--- src/cco_defs.svh ---
// object indices, field positions, reset values and timing counts
`ifndef CCO_DEFS_SVH
`define CCO_DEFS_SVH

`define CCO_IDX_ERR_REG     16'h1001
`define CCO_IDX_ERR_HIST    16'h1003
`define CCO_IDX_SYNC_ID     16'h1005
`define CCO_IDX_CYCLE       16'h1006
`define CCO_IDX_WINDOW      16'h1007
`define CCO_IDX_EMCY_ID     16'h1014
`define CCO_IDX_INHIBIT     16'h1015
`define CCO_IDX_HB_CONS     16'h1016
`define CCO_IDX_HB_PROD     16'h1017
`define CCO_IDX_IDENTITY    16'h1018

`define CCO_SUB_MAIN        8'h00
`define CCO_HIST_DEPTH      8'h08
`define CCO_HB_CONS_N       8'h04
`define CCO_IDENT_N         8'h04

`define CCO_BIT_GENERIC     0
`define CCO_BIT_CURRENT     1
`define CCO_BIT_VOLTAGE     2
`define CCO_BIT_TEMP        3
`define CCO_BIT_COMM        4
`define CCO_BIT_PROFILE     5
`define CCO_BIT_RSVD        6
`define CCO_BIT_MANUF       7

`define CCO_COB_MSB         10
`define CCO_SYNC_GEN_BIT    30
`define CCO_EMCY_OFF_BIT    31
`define CCO_HB_TIME_MSB     15
`define CCO_HB_NODE_LSB     16
`define CCO_HB_NODE_MSB     23

`define CCO_SYNC_ID_MASK    32'h4000_07FF
`define CCO_EMCY_ID_MASK    32'h8000_07FF
`define CCO_HB_CONS_MASK    32'h00FF_FFFF
`define CCO_U16_MASK        32'h0000_FFFF

`define CCO_SYNC_ID_RST     32'h0000_0080
`define CCO_EMCY_ID_BASE    32'h0000_0080
`define CCO_WORD_RST        32'h0000_0000
`define CCO_HALF_RST        16'h0000

`define CCO_CLK_PERIOD_NS   8
`define CCO_US_NS           1000
`define CCO_CYC_PER_US      ((`CCO_US_NS + `CCO_CLK_PERIOD_NS - 1) / `CCO_CLK_PERIOD_NS)
`define CCO_INHIBIT_UNIT_US 100
`define CCO_MS_US           1000
`define CCO_UNITS_PER_MS    (`CCO_MS_US / `CCO_INHIBIT_UNIT_US)

`endif

--- src/cco_pkg.sv ---
// types shared by the communication-object block
package cco_pkg;

	typedef enum logic [2:0] {
		OD_OK,
		OD_NO_OBJECT,
		OD_NO_SUB,
		OD_READ_ONLY,
		OD_BAD_VALUE
	} cco_status_e;

	typedef struct packed {
		logic        valid;
		logic        write;
		logic [15:0] index;
		logic [7:0]  sub;
		logic [31:0] wdata;
	} cco_od_req_s;

	typedef struct packed {
		logic        valid;
		cco_status_e status;
		logic [31:0] rdata;
	} cco_od_rsp_s;

	typedef struct packed {
		logic        valid;
		logic [10:0] cob;
		logic [15:0] code;
		logic [15:0] info;
		logic [7:0]  err_reg;
	} cco_emcy_msg_s;

	typedef struct packed {
		logic        valid;
		logic [10:0] cob;
	} cco_sync_msg_s;

endpackage

--- src/cco_timebase.sv ---
// microsecond, 100 microsecond and millisecond tick generator
`timescale 1ns/100ps
`include "cco_defs.svh"
module cco_timebase (
	input  wire logic clk_i,
	input  wire logic rst_n_i,
	output logic      tick_us_o,
	output logic      tick_100us_o,
	output logic      tick_ms_o
);
	localparam logic [6:0] CYC_LAST  = 7'(`CCO_CYC_PER_US - 1);
	localparam logic [6:0] US_LAST   = 7'(`CCO_INHIBIT_UNIT_US - 1);
	localparam logic [3:0] UNIT_LAST = 4'(`CCO_UNITS_PER_MS - 1);

	logic [6:0] cyc_reg;
	logic [6:0] us_reg;
	logic [3:0] unit_reg;

	wire cyc_wrap  = cyc_reg == CYC_LAST;
	wire us_wrap   = cyc_wrap && us_reg == US_LAST;
	wire unit_wrap = us_wrap && unit_reg == UNIT_LAST;

	always_ff @(posedge clk_i or negedge rst_n_i) begin
		if (!rst_n_i) begin
			cyc_reg      <= '0;
			us_reg       <= '0;
			unit_reg     <= '0;
			tick_us_o    <= 1'b0;
			tick_100us_o <= 1'b0;
			tick_ms_o    <= 1'b0;
		end else begin
			cyc_reg      <= cyc_wrap ? '0 : cyc_reg + 7'd1;
			if (cyc_wrap)
				us_reg <= (us_reg == US_LAST) ? '0 : us_reg + 7'd1;
			if (us_wrap)
				unit_reg <= (unit_reg == UNIT_LAST) ? '0 : unit_reg + 4'd1;
			tick_us_o    <= cyc_wrap;
			tick_100us_o <= us_wrap;
			tick_ms_o    <= unit_wrap;
		end
	end
endmodule

--- src/cco_err_history.sv ---
// error history store, newest entry first, eight deep
`timescale 1ns/100ps
`include "cco_defs.svh"
module cco_err_history (
	input  wire logic        clk_i,
	input  wire logic        rst_n_i,
	input  wire logic        clear_i,
	input  wire logic        push_i,
	input  wire logic [31:0] entry_i,
	input  wire logic [7:0]  rd_sub_i,
	output logic      [7:0]  count_o,
	output logic      [31:0] rd_data_o
);
	logic [31:0] hist_mem [0:7];
	logic [3:0]  count_reg;

	wire [7:0] count_w = {4'h0, count_reg};
	wire       rd_hit  = rd_sub_i != 8'h00 && rd_sub_i <= count_w;
	wire [2:0] rd_slot = 3'(rd_sub_i - 8'h01);

	assign count_o   = count_w;
	// slots past the count read zero
	assign rd_data_o = rd_hit ? hist_mem[rd_slot] : '0;

	always_ff @(posedge clk_i or negedge rst_n_i) begin
		if (!rst_n_i) begin
			count_reg <= '0;
			for (int i = 0; i < 8; i++)
				hist_mem[i] <= '0;
		end else if (push_i) begin
			hist_mem[0] <= entry_i; // see RL20
			for (int i = 1; i < 8; i++)
				hist_mem[i] <= hist_mem[i-1]; // see RL20
			// erase with push keeps only the new entry
			if (clear_i)
				count_reg <= 4'd1;
			else if (count_w != `CCO_HIST_DEPTH)
				count_reg <= count_reg + 4'd1;
		end else if (clear_i) begin
			count_reg <= '0; // see RL6
		end
	end
endmodule

--- src/cco_comm_objects.sv ---
// communication objects: error register, history, sync, emcy, heartbeat
// =====================================================================
// Notes on behaviour
// RL1 - bit0 generic error, bit1 current error
// RL2 - bits 2,3,4: voltage, temperature, communication
// RL3 - bit5 flags device profile errors
// RL4 - bit7 flags manufacturer specific errors
// RL5 - bit6 reserved, always reads zero
// RL6 - history subindex 0 counts; writing zero erases
// RL7 - history entry: code low half, info high
// RL8 - sync identifier in bits 0 to 10
// RL9 - sync identifier bits 11-29, 31 stay zero
// RL10 - bit 30 set enables sync generation
// RL11 - cycle period spaces sync; zero disables all
// RL12 - nonzero window bounds pdo time after sync
// RL13 - emergency identifier bits 0-10, bits 11-30 zero
// RL14 - bit 31 set suppresses emergency messages
// RL15 - emergencies spaced by inhibit, 100us units
// RL16 - consumer entry: timeout, node id, zero top
// RL17 - heartbeat sent every producer time; zero off
// RL18 - identity has four words; vendor reads zero
// RL19 - missing monitored heartbeat flags communication error
// RL20 - newest error first, older shift, eight kept
`timescale 1ns/100ps
`include "cco_defs.svh"
module cco_comm_objects
	import cco_pkg::*;
#(
	parameter logic [6:0]  NODE_ID      = 7'h01,
	parameter logic [31:0] PRODUCT_CODE = 32'h0000_0001, // arbitrary value
	parameter logic [31:0] REVISION     = 32'h0001_0000, // arbitrary value
	parameter logic [31:0] SERIAL       = 32'h0000_0000  // arbitrary value
) (
	input  wire logic          clk_i,
	input  wire logic          rst_n_i,
	input  wire cco_od_req_s   od_req_i,
	output cco_od_rsp_s        od_rsp_o,
	input  wire logic          err_generic_i,
	input  wire logic          err_current_i,
	input  wire logic          err_voltage_i,
	input  wire logic          err_temp_i,
	input  wire logic          err_comm_i,
	input  wire logic          err_profile_i,
	input  wire logic          err_manuf_i,
	input  wire logic          emcy_event_i,
	input  wire logic [15:0]   emcy_code_i,
	input  wire logic [15:0]   emcy_info_i,
	input  wire logic          sync_rx_i,
	input  wire logic          hb_rx_i,
	input  wire logic [7:0]    hb_rx_node_i,
	output cco_emcy_msg_s      emcy_msg_o,
	output cco_sync_msg_s      sync_msg_o,
	output logic               sync_window_o,
	output logic               sync_lost_o,
	output logic               hb_tx_o,
	output logic [3:0]         hb_lost_o,
	output logic [7:0]         err_reg_o
);
	// =================================================================
	// helpers
	function automatic logic fits(input logic [31:0] v,
	                              input logic [31:0] mask);
		fits = (v & ~mask) == '0;
	endfunction

	// =================================================================
	// reset release
	logic rst_meta_reg;
	logic rst_n;

	always_ff @(posedge clk_i or negedge rst_n_i) begin
		if (!rst_n_i) begin
			rst_meta_reg <= 1'b0;
			rst_n        <= 1'b0;
		end else begin
			rst_meta_reg <= 1'b1;
			rst_n        <= rst_meta_reg;
		end
	end

	// =================================================================
	// object storage
	logic [31:0] sync_id_reg;
	logic [31:0] cycle_reg;
	logic [31:0] window_reg;
	logic [31:0] emcy_id_reg;
	logic [15:0] inhibit_reg;
	logic [15:0] hb_prod_reg;
	logic [31:0] hb_cons_reg [0:3];

	logic        tick_us;
	logic        tick_100us;
	logic        tick_ms;
	logic [7:0]  hist_count;
	logic [31:0] hist_data;
	logic [7:0]  err_reg_next;

	cco_timebase u_timebase (
		.clk_i        (clk_i),
		.rst_n_i      (rst_n),
		.tick_us_o    (tick_us),
		.tick_100us_o (tick_100us),
		.tick_ms_o    (tick_ms)
	);

	// =================================================================
	// dictionary access decode
	wire       req_wr = od_req_i.valid & od_req_i.write;
	wire [7:0] sub    = od_req_i.sub;
	wire       sub0   = sub == `CCO_SUB_MAIN;
	wire       sub_hb = !sub0 && sub <= `CCO_HB_CONS_N;
	wire [1:0] hb_sel = 2'(sub - 8'h01);
	wire [31:0] wd    = od_req_i.wdata;

	cco_status_e st_next;
	logic [31:0] rd_next;
	logic        we_sync;
	logic        we_cycle;
	logic        we_window;
	logic        we_emcy;
	logic        we_inhibit;
	logic        we_prod;
	logic        we_cons;
	logic        hist_clr;

	always_comb begin
		st_next    = OD_OK;
		rd_next    = '0;
		we_sync    = 1'b0;
		we_cycle   = 1'b0;
		we_window  = 1'b0;
		we_emcy    = 1'b0;
		we_inhibit = 1'b0;
		we_prod    = 1'b0;
		we_cons    = 1'b0;
		hist_clr   = 1'b0;
		case (od_req_i.index)
			`CCO_IDX_ERR_REG: begin
				if (!sub0)
					st_next = OD_NO_SUB;
				else if (od_req_i.write)
					st_next = OD_READ_ONLY;
				else
					rd_next = {24'h00_0000, err_reg_o};
			end
			`CCO_IDX_ERR_HIST: begin
				if (sub > `CCO_HIST_DEPTH)
					st_next = OD_NO_SUB;
				else if (od_req_i.write && !sub0)
					st_next = OD_READ_ONLY;
				else if (od_req_i.write && wd != 32'h0000_0000)
					st_next = OD_BAD_VALUE;
				else if (od_req_i.write)
					hist_clr = req_wr; // see RL6
				else
					rd_next = sub0 ? {24'h00_0000, hist_count}
					               : hist_data; // see RL6
			end
			`CCO_IDX_SYNC_ID: begin
				if (!sub0)
					st_next = OD_NO_SUB;
				else if (od_req_i.write && !fits(wd, `CCO_SYNC_ID_MASK))
					st_next = OD_BAD_VALUE; // see RL9
				else if (od_req_i.write)
					we_sync = req_wr;
				else
					rd_next = sync_id_reg;
			end
			`CCO_IDX_CYCLE: begin
				if (!sub0)
					st_next = OD_NO_SUB;
				else if (od_req_i.write)
					we_cycle = req_wr;
				else
					rd_next = cycle_reg;
			end
			`CCO_IDX_WINDOW: begin
				if (!sub0)
					st_next = OD_NO_SUB;
				else if (od_req_i.write)
					we_window = req_wr;
				else
					rd_next = window_reg;
			end
			`CCO_IDX_EMCY_ID: begin
				if (!sub0)
					st_next = OD_NO_SUB;
				else if (od_req_i.write && !fits(wd, `CCO_EMCY_ID_MASK))
					st_next = OD_BAD_VALUE; // see RL13
				else if (od_req_i.write)
					we_emcy = req_wr;
				else
					rd_next = emcy_id_reg;
			end
			`CCO_IDX_INHIBIT: begin
				if (!sub0)
					st_next = OD_NO_SUB;
				else if (od_req_i.write && !fits(wd, `CCO_U16_MASK))
					st_next = OD_BAD_VALUE;
				else if (od_req_i.write)
					we_inhibit = req_wr;
				else
					rd_next = {16'h0000, inhibit_reg};
			end
			`CCO_IDX_HB_CONS: begin
				if (!sub0 && !sub_hb)
					st_next = OD_NO_SUB;
				else if (od_req_i.write && sub0)
					st_next = OD_READ_ONLY;
				else if (od_req_i.write && !fits(wd, `CCO_HB_CONS_MASK))
					st_next = OD_BAD_VALUE; // see RL16
				else if (od_req_i.write)
					we_cons = req_wr;
				else
					rd_next = sub0 ? {24'h00_0000, `CCO_HB_CONS_N}
					               : hb_cons_reg[hb_sel];
			end
			`CCO_IDX_HB_PROD: begin
				if (!sub0)
					st_next = OD_NO_SUB;
				else if (od_req_i.write && !fits(wd, `CCO_U16_MASK))
					st_next = OD_BAD_VALUE;
				else if (od_req_i.write)
					we_prod = req_wr;
				else
					rd_next = {16'h0000, hb_prod_reg};
			end
			`CCO_IDX_IDENTITY: begin
				if (sub > `CCO_IDENT_N)
					st_next = OD_NO_SUB;
				else if (od_req_i.write)
					st_next = OD_READ_ONLY;
				else begin
					case (sub) // see RL18
						8'h00:   rd_next = {24'h00_0000, `CCO_IDENT_N};
						8'h02:   rd_next = PRODUCT_CODE;
						8'h03:   rd_next = REVISION;
						8'h04:   rd_next = SERIAL;
						default: rd_next = '0;
					endcase
				end
			end
			default: st_next = OD_NO_OBJECT;
		endcase
	end

	always_ff @(posedge clk_i or negedge rst_n) begin
		if (!rst_n) begin
			od_rsp_o    <= '{valid: 1'b0, status: OD_OK, rdata: '0};
			sync_id_reg <= `CCO_SYNC_ID_RST;
			cycle_reg   <= `CCO_WORD_RST;
			window_reg  <= `CCO_WORD_RST;
			emcy_id_reg <= `CCO_EMCY_ID_BASE + {25'h000_0000, NODE_ID};
			inhibit_reg <= `CCO_HALF_RST;
			hb_prod_reg <= `CCO_HALF_RST;
			for (int i = 0; i < 4; i++)
				hb_cons_reg[i] <= `CCO_WORD_RST;
		end else begin
			od_rsp_o.valid  <= od_req_i.valid;
			od_rsp_o.status <= st_next;
			od_rsp_o.rdata  <= rd_next;
			if (we_sync)
				sync_id_reg <= wd;
			if (we_cycle)
				cycle_reg <= wd;
			if (we_window)
				window_reg <= wd;
			if (we_emcy)
				emcy_id_reg <= wd;
			if (we_inhibit)
				inhibit_reg <= wd[15:0];
			if (we_prod)
				hb_prod_reg <= wd[15:0];
			if (we_cons)
				hb_cons_reg[hb_sel] <= wd;
		end
	end

	// =================================================================
	// error history and error register
	cco_err_history u_history (
		.clk_i     (clk_i),
		.rst_n_i   (rst_n),
		.clear_i   (hist_clr),
		.push_i    (emcy_event_i),
		.entry_i   ({emcy_info_i, emcy_code_i}), // see RL7
		.rd_sub_i  (sub),
		.count_o   (hist_count),
		.rd_data_o (hist_data)
	);

	wire comm_err = err_comm_i | sync_lost_o | (|hb_lost_o); // see RL19

	always_comb begin
		err_reg_next                   = 8'h00;
		err_reg_next[`CCO_BIT_CURRENT] = err_current_i; // see RL1
		err_reg_next[`CCO_BIT_VOLTAGE] = err_voltage_i; // see RL2
		err_reg_next[`CCO_BIT_TEMP]    = err_temp_i; // see RL2
		err_reg_next[`CCO_BIT_COMM]    = comm_err; // see RL2
		err_reg_next[`CCO_BIT_PROFILE] = err_profile_i; // see RL3
		err_reg_next[`CCO_BIT_MANUF]   = err_manuf_i; // see RL4
		err_reg_next[`CCO_BIT_RSVD]    = 1'b0; // see RL5
		// any error also raises the generic bit
		err_reg_next[`CCO_BIT_GENERIC] = err_generic_i | (|err_reg_next); // see RL1
	end

	// =================================================================
	// sync generation, checking and window
	wire        sync_on   = cycle_reg != '0; // see RL11
	wire        sync_gen  = sync_on & sync_id_reg[`CCO_SYNC_GEN_BIT]; // see RL10
	wire        sync_chk  = sync_on & ~sync_gen;
	logic [31:0] sync_cnt_reg;
	logic [31:0] win_cnt_reg;
	wire        sync_fire = sync_gen && tick_us
	                        && sync_cnt_reg == cycle_reg - 32'h0000_0001;
	wire        sync_evt  = sync_fire | (sync_chk & sync_rx_i);
	wire        sync_miss = sync_chk && tick_us && sync_cnt_reg == cycle_reg;

	always_ff @(posedge clk_i or negedge rst_n) begin
		if (!rst_n) begin
			sync_cnt_reg  <= '0;
			win_cnt_reg   <= '0;
			sync_msg_o    <= '{valid: 1'b0, cob: 11'h000};
			sync_window_o <= 1'b0;
			sync_lost_o   <= 1'b0;
		end else begin
			if (!sync_on || sync_fire || (sync_chk && sync_rx_i))
				sync_cnt_reg <= '0; // see RL11
			else if (tick_us && sync_cnt_reg != cycle_reg)
				sync_cnt_reg <= sync_cnt_reg + 32'h0000_0001;
			sync_msg_o.valid <= sync_fire; // see RL10
			sync_msg_o.cob   <= sync_id_reg[`CCO_COB_MSB:0]; // see RL8
			// a miss beats a late sync
			if (!sync_chk)
				sync_lost_o <= 1'b0;
			else if (sync_miss)
				sync_lost_o <= 1'b1;
			else if (sync_rx_i)
				sync_lost_o <= 1'b0;
			if (sync_evt && window_reg != '0) begin
				win_cnt_reg   <= window_reg; // see RL12
				sync_window_o <= 1'b1;
			end else if (sync_window_o && tick_us) begin
				win_cnt_reg   <= win_cnt_reg - 32'h0000_0001;
				sync_window_o <= win_cnt_reg != 32'h0000_0001; // see RL12
			end
		end
	end

	// =================================================================
	// emergency transmission with inhibit
	wire         emcy_en   = ~emcy_id_reg[`CCO_EMCY_OFF_BIT]; // see RL14
	logic        emcy_pend_reg;
	logic [15:0] emcy_code_reg;
	logic [15:0] emcy_info_reg;
	logic [16:0] inh_cnt_reg;
	wire         emcy_send = emcy_pend_reg && emcy_en
	                         && inh_cnt_reg == '0;
	// +1 unit covers a partial first tick
	wire [16:0]  inh_load  = (inhibit_reg == 16'h0000) ? 17'h0_0000
	                         : {1'b0, inhibit_reg} + 17'h0_0001;

	always_ff @(posedge clk_i or negedge rst_n) begin
		if (!rst_n) begin
			emcy_pend_reg <= 1'b0;
			emcy_code_reg <= '0;
			emcy_info_reg <= '0;
			inh_cnt_reg   <= '0;
			emcy_msg_o    <= '0;
			err_reg_o     <= 8'h00;
		end else begin
			err_reg_o <= err_reg_next;
			if (emcy_event_i && emcy_en) begin
				emcy_pend_reg <= 1'b1;
				emcy_code_reg <= emcy_code_i;
				emcy_info_reg <= emcy_info_i;
			end else if (emcy_send || !emcy_en) begin
				emcy_pend_reg <= 1'b0; // see RL14
			end
			if (emcy_send)
				inh_cnt_reg <= inh_load; // see RL15
			else if (tick_100us && inh_cnt_reg != 17'h0_0000)
				inh_cnt_reg <= inh_cnt_reg - 17'h0_0001; // see RL15
			emcy_msg_o.valid   <= emcy_send;
			emcy_msg_o.cob     <= emcy_id_reg[`CCO_COB_MSB:0]; // see RL13
			emcy_msg_o.code    <= emcy_code_reg;
			emcy_msg_o.info    <= emcy_info_reg;
			emcy_msg_o.err_reg <= err_reg_next;
		end
	end

	// =================================================================
	// heartbeat producer and consumers
	logic [15:0] hb_prod_cnt_reg;
	wire         hb_fire = hb_prod_reg != '0 && tick_ms
	                       && hb_prod_cnt_reg == hb_prod_reg - 16'h0001;

	always_ff @(posedge clk_i or negedge rst_n) begin
		if (!rst_n) begin
			hb_prod_cnt_reg <= 16'h0000;
			hb_tx_o         <= 1'b0;
		end else begin
			if (hb_prod_reg == 16'h0000 || hb_fire)
				hb_prod_cnt_reg <= 16'h0000; // see RL17
			else if (tick_ms)
				hb_prod_cnt_reg <= hb_prod_cnt_reg + 16'h0001;
			hb_tx_o <= hb_fire; // see RL17
		end
	end

	for (genvar g = 0; g < 4; g++) begin : g_cons
		logic [15:0] cnt_reg;
		wire  [15:0] limit  = hb_cons_reg[g][`CCO_HB_TIME_MSB:0];
		wire         active = limit != 16'h0000; // see RL16
		wire         seen   = hb_rx_i && hb_rx_node_i
		                      == hb_cons_reg[g][`CCO_HB_NODE_MSB:`CCO_HB_NODE_LSB];
		wire         wr_me  = we_cons && hb_sel == 2'(g);
		wire         expire = active && tick_ms && cnt_reg == limit;

		always_ff @(posedge clk_i or negedge rst_n) begin
			if (!rst_n) begin
				cnt_reg      <= 16'h0000;
				hb_lost_o[g] <= 1'b0;
			end else begin
				if (!active || seen || wr_me)
					cnt_reg <= 16'h0000;
				else if (tick_ms && cnt_reg != limit)
					cnt_reg <= cnt_reg + 16'h0001;
				if (expire)
					hb_lost_o[g] <= 1'b1; // see RL19
				else if (!active || seen || wr_me)
					hb_lost_o[g] <= 1'b0;
			end
		end
	end
endmodule

--- config.mk ---
export PLATFORM = sky130hd
export DESIGN_NAME = cco_comm_objects
export DESIGN_NICKNAME = d
export VERILOG_FILES = /design/src/cco_pkg.sv /design/src/cco_timebase.sv /design/src/cco_err_history.sv /design/src/cco_comm_objects.sv
export VERILOG_INCLUDE_DIRS = /design/src
export SDC_FILE = /design/constraint.sdc
export NUM_CORES = 2
export LEC_CHECK = 0
export BUFFER_PORTS_ARGS = -buffer_cell sky130_fd_sc_hd__buf_2
export CAP_MARGIN = 25
export CORE_UTILIZATION = 60
export CTS_BUF_LIST = sky130_fd_sc_hd__clkbuf_8
export DETAILED_ROUTE_END_ITERATION = 10
export PLACE_DENSITY = 0.78
export SLEW_MARGIN = 20
export SYNTH_ARGS = -nofsm -noshare
export SYNTH_HDL_FRONTEND = slang
export SYNTH_SLANG_ARGS = --single-unit
--- constraint.sdc ---
create_clock -name clk_i -period 55 [get_ports clk_i]
set_input_delay 8.25 -clock clk_i [delete_from_list [all_inputs] [get_ports clk_i]]
set_output_delay 8.25 -clock clk_i [all_outputs]
set_load 0.005 [all_outputs]
==> run metrics <==
Worst Hold Class flip-flop to asynchronous set/reset pin; die area just over 70000 sq um; Psw 0.359 mW; vias post-DR 28300; Pwr Density 30.9 nW/um^2; Seq cells post-synth 871; hold slack 294 ps; Die Ht 265 um; Final Cell Area between 40000 and 50000 sq um; Port Buffers 222; clock tree from TritonCTS built; clk_lat worst skew 800 ps; worst slew pin tran between 1000 and 1500 ps; Setup crit start kind primary input; Tcrit/Tclk final a little over a fifth; GPL Wtd Cong 0.984; CTS Hold Bufs 0; Synth warnings 0; FMAX 87.2 MHz; fill count 4964; P_leak 21.9 nW; Max clock buf depth 3; Slew HR 27.7%; cell-internal power about 1.1 mW; Initial Util 60.7%; Clk pwr share 39.4%; # H-tree levels 4; WS Path Type primary input to flip-flop; Data arrival, critical path 12110 ps; CP endpoint kind flip-flop; met1 Track Usage GR roughly 43%; sequential share of power 51.1%; Num Clock Sinks 871; met3 Use GR 8.03%; Yosys cell types 75; global-route wire length before repair 163000 um; DRC 0; Gate power share 9.5%; peak fanout along the critical path 17; worst r2r src cycle_reg[1]$_DFFE_PN0P_; worst vdd ir approximately 25 uV; RSZ-0062 raised after global routing false; most common cell in the netlist dfrtp_1; NumNets Final 3718; top post-synthesis cells by count 868 x dfrtp_1, 528 x mux2_2, 257 x nor2_1; Cell Count, Final, Fillers Out between 4000 and 5000; vias in the first global route roughly 28000; routed wire length between 100000 and 150000 um; Crit path required time 55650 ps; post-synth top area share 52.2%; post-route ant nets 0; area post-placement 43500 sq um; total CTS buffers approximately 140; post-DP HPWL ~72000 um; setup TNS 0 ps; drt first pass iters 6; initial antenna violation count 12; asr flop ratio synth 100%; number of synthesized flops with an enable pin 0; met2 Usage GRT 44.9%; Root Buffer clkbuf_8; sequential fraction of the synthesis area a little over half; global routing's busiest layer met2; IO Pins 225; Setup Fix Bufs, Post-CTS 0; Synth Cell Area 41600 sq um; Site Rows 96; # resized after CTS 0; Vias/cell 6.12; core area slightly below 70000 sq um; layout cells sized above 1 31.4%; total power between 1 and 1.5 mW; Horiz. Die Dim between 200 and 300 um; routed length per placed instance 22.5 um; Largest Register u_history.hist_mem; Pins Over Slew Limit 0; pre-CTS WS 42800 ps; final core utilization 67.8%; Max Cap Viol 0; max reg flops 256; final setup violation count 0; Area growth, synth to finish 11.6%; Final Hold Fails 0; Setup crit start od_req_i[45]; Main synth FF type dfrtp_1; Sw Share 25.0%; final setup margin 43540 ps; status finished clean; synth top area cells dfrtp_1 52%, mux2_2 14%, mux4_2 5.2%; GRT Total Usage 30.2%; placed instance count 4363; pin count of the biggest net entering global routing 187; clk_skew 33.7 ps; grt ovf 0; Mapped Cells 3369; min cycle time layout between 10000 and 15000 ps; 1st-iter DRT viols roughly 2700; Synth area leader dfrtp_1; CTS clk-pin slew, worst paths 60 ps; Post-Syn Area per Cell 12.4 sq um
==> area by class of cell <==
class                   count  area (sq um)  area share, %
diodes                      3          7.51         0.0162
clock buffers             180          2480           5.33
clock inverters            79           432          0.929
inverters                  57           214          0.460
multi-input cells        2247         18900           40.6
flip-flops and latches    871         21800           46.9
well taps                 931          1160           2.51
repair buffers            260          1490           3.21
==> critical path, cell delays in order <==
cell,delay (ps)
buf_2,90
nor4_1,530
and3_1,460
nand3_1,490
inv_1,190
nand3_1,110
nor2_1,300
nand2_1,560
buf_4,440
nand3_1,520
o22ai_1,150
==> worst paths after layout <==
| kind | endpoint | slack [ps] | cells after the start |
|---|---|---|---|
| max in group asynchronous | rst_n$_DFF_PN0_ | 47670 | 1 |
| worst max-delay path | hb_lost_o[1]$_DFFE_PN0P_ | 43540 | 11 |
| worst max register to register | win_cnt_reg[5]$_DFFE_PN0P_ | 50860 | 12 |
| min in group clk_i | rst_n$_DFF_PN0_ | 350 | 0 |
| worst min-delay path | u_history.hist_mem[106]$_DFFE_PN0P_ | 290 | 0 |
| worst min register to register | u_history.hist_mem[106]$_DFFE_PN0P_ | 290 | 0 |
==> per-layer routing <==
layer / up-vias / wire length (um)
li1: 12500 / -
met1: 14400 / 44500
met2: 1144 / 47300
met3: 241 / 9110
met4: 18 / 3160
met5: - / 104
==> power groups by stage <==
stage / Clock [mW] / Sequential, mW / Combinational, mW
after detailed placement: 0 / 0.745 / 0.136
after CTS: 0.577 / 0.734 / 0.137
after global routing: 0.604 / 0.742 / 0.148
final: 0.566 / 0.735 / 0.136
after floorplan: 0 / 0.742 / 0.0963
after global placement: 0 / 0.741 / 0.131
==> kinds of logic (layout without fill, tap and decap cells) <==
| group | Yosys count | after routing | share of synthesized area, % |
|---|---|---|---|
| adder cells (fa/ha/maj) | 27 | 27 | 0.811 |
| AO/OA/AOI/OAI | 271 | 271 | 4.51 |
| flip-flops | 871 | 871 | 52.4 |
| AND/OR/NAND/NOR | 917 | 917 | 11.3 |
| other | 2 | 6 | 0.0180 |
| XOR/XNOR | 328 | 328 | 6.90 |
| multiplexers | 701 | 701 | 21.7 |
| buffers and inverters | 252 | 576 | 2.44 |
==> cell usage in the layout, fill, tap and decap left out, types with 80 or more instances in the layout <==
| cell | netlist | routed |
|---|---|---|
| buf_2 | 9 | 220 |
| xnor2_1 | 126 | 126 |
| and2_1 | 80 | 80 |
| nand2_1 | 161 | 160 |
| mux4_2 | 96 | 96 |
| nor4_1 | 88 | 86 |
| inv_1 | 57 | 105 |
| clkbuf_8 | 0 | 180 |
| dfrtp_1 | 868 | 867 |
| mux2_2 | 528 | 528 |
| xor2_1 | 202 | 202 |
| nor2_1 | 257 | 256 |
No activity file was read; power rests on OpenSTA's default activity.
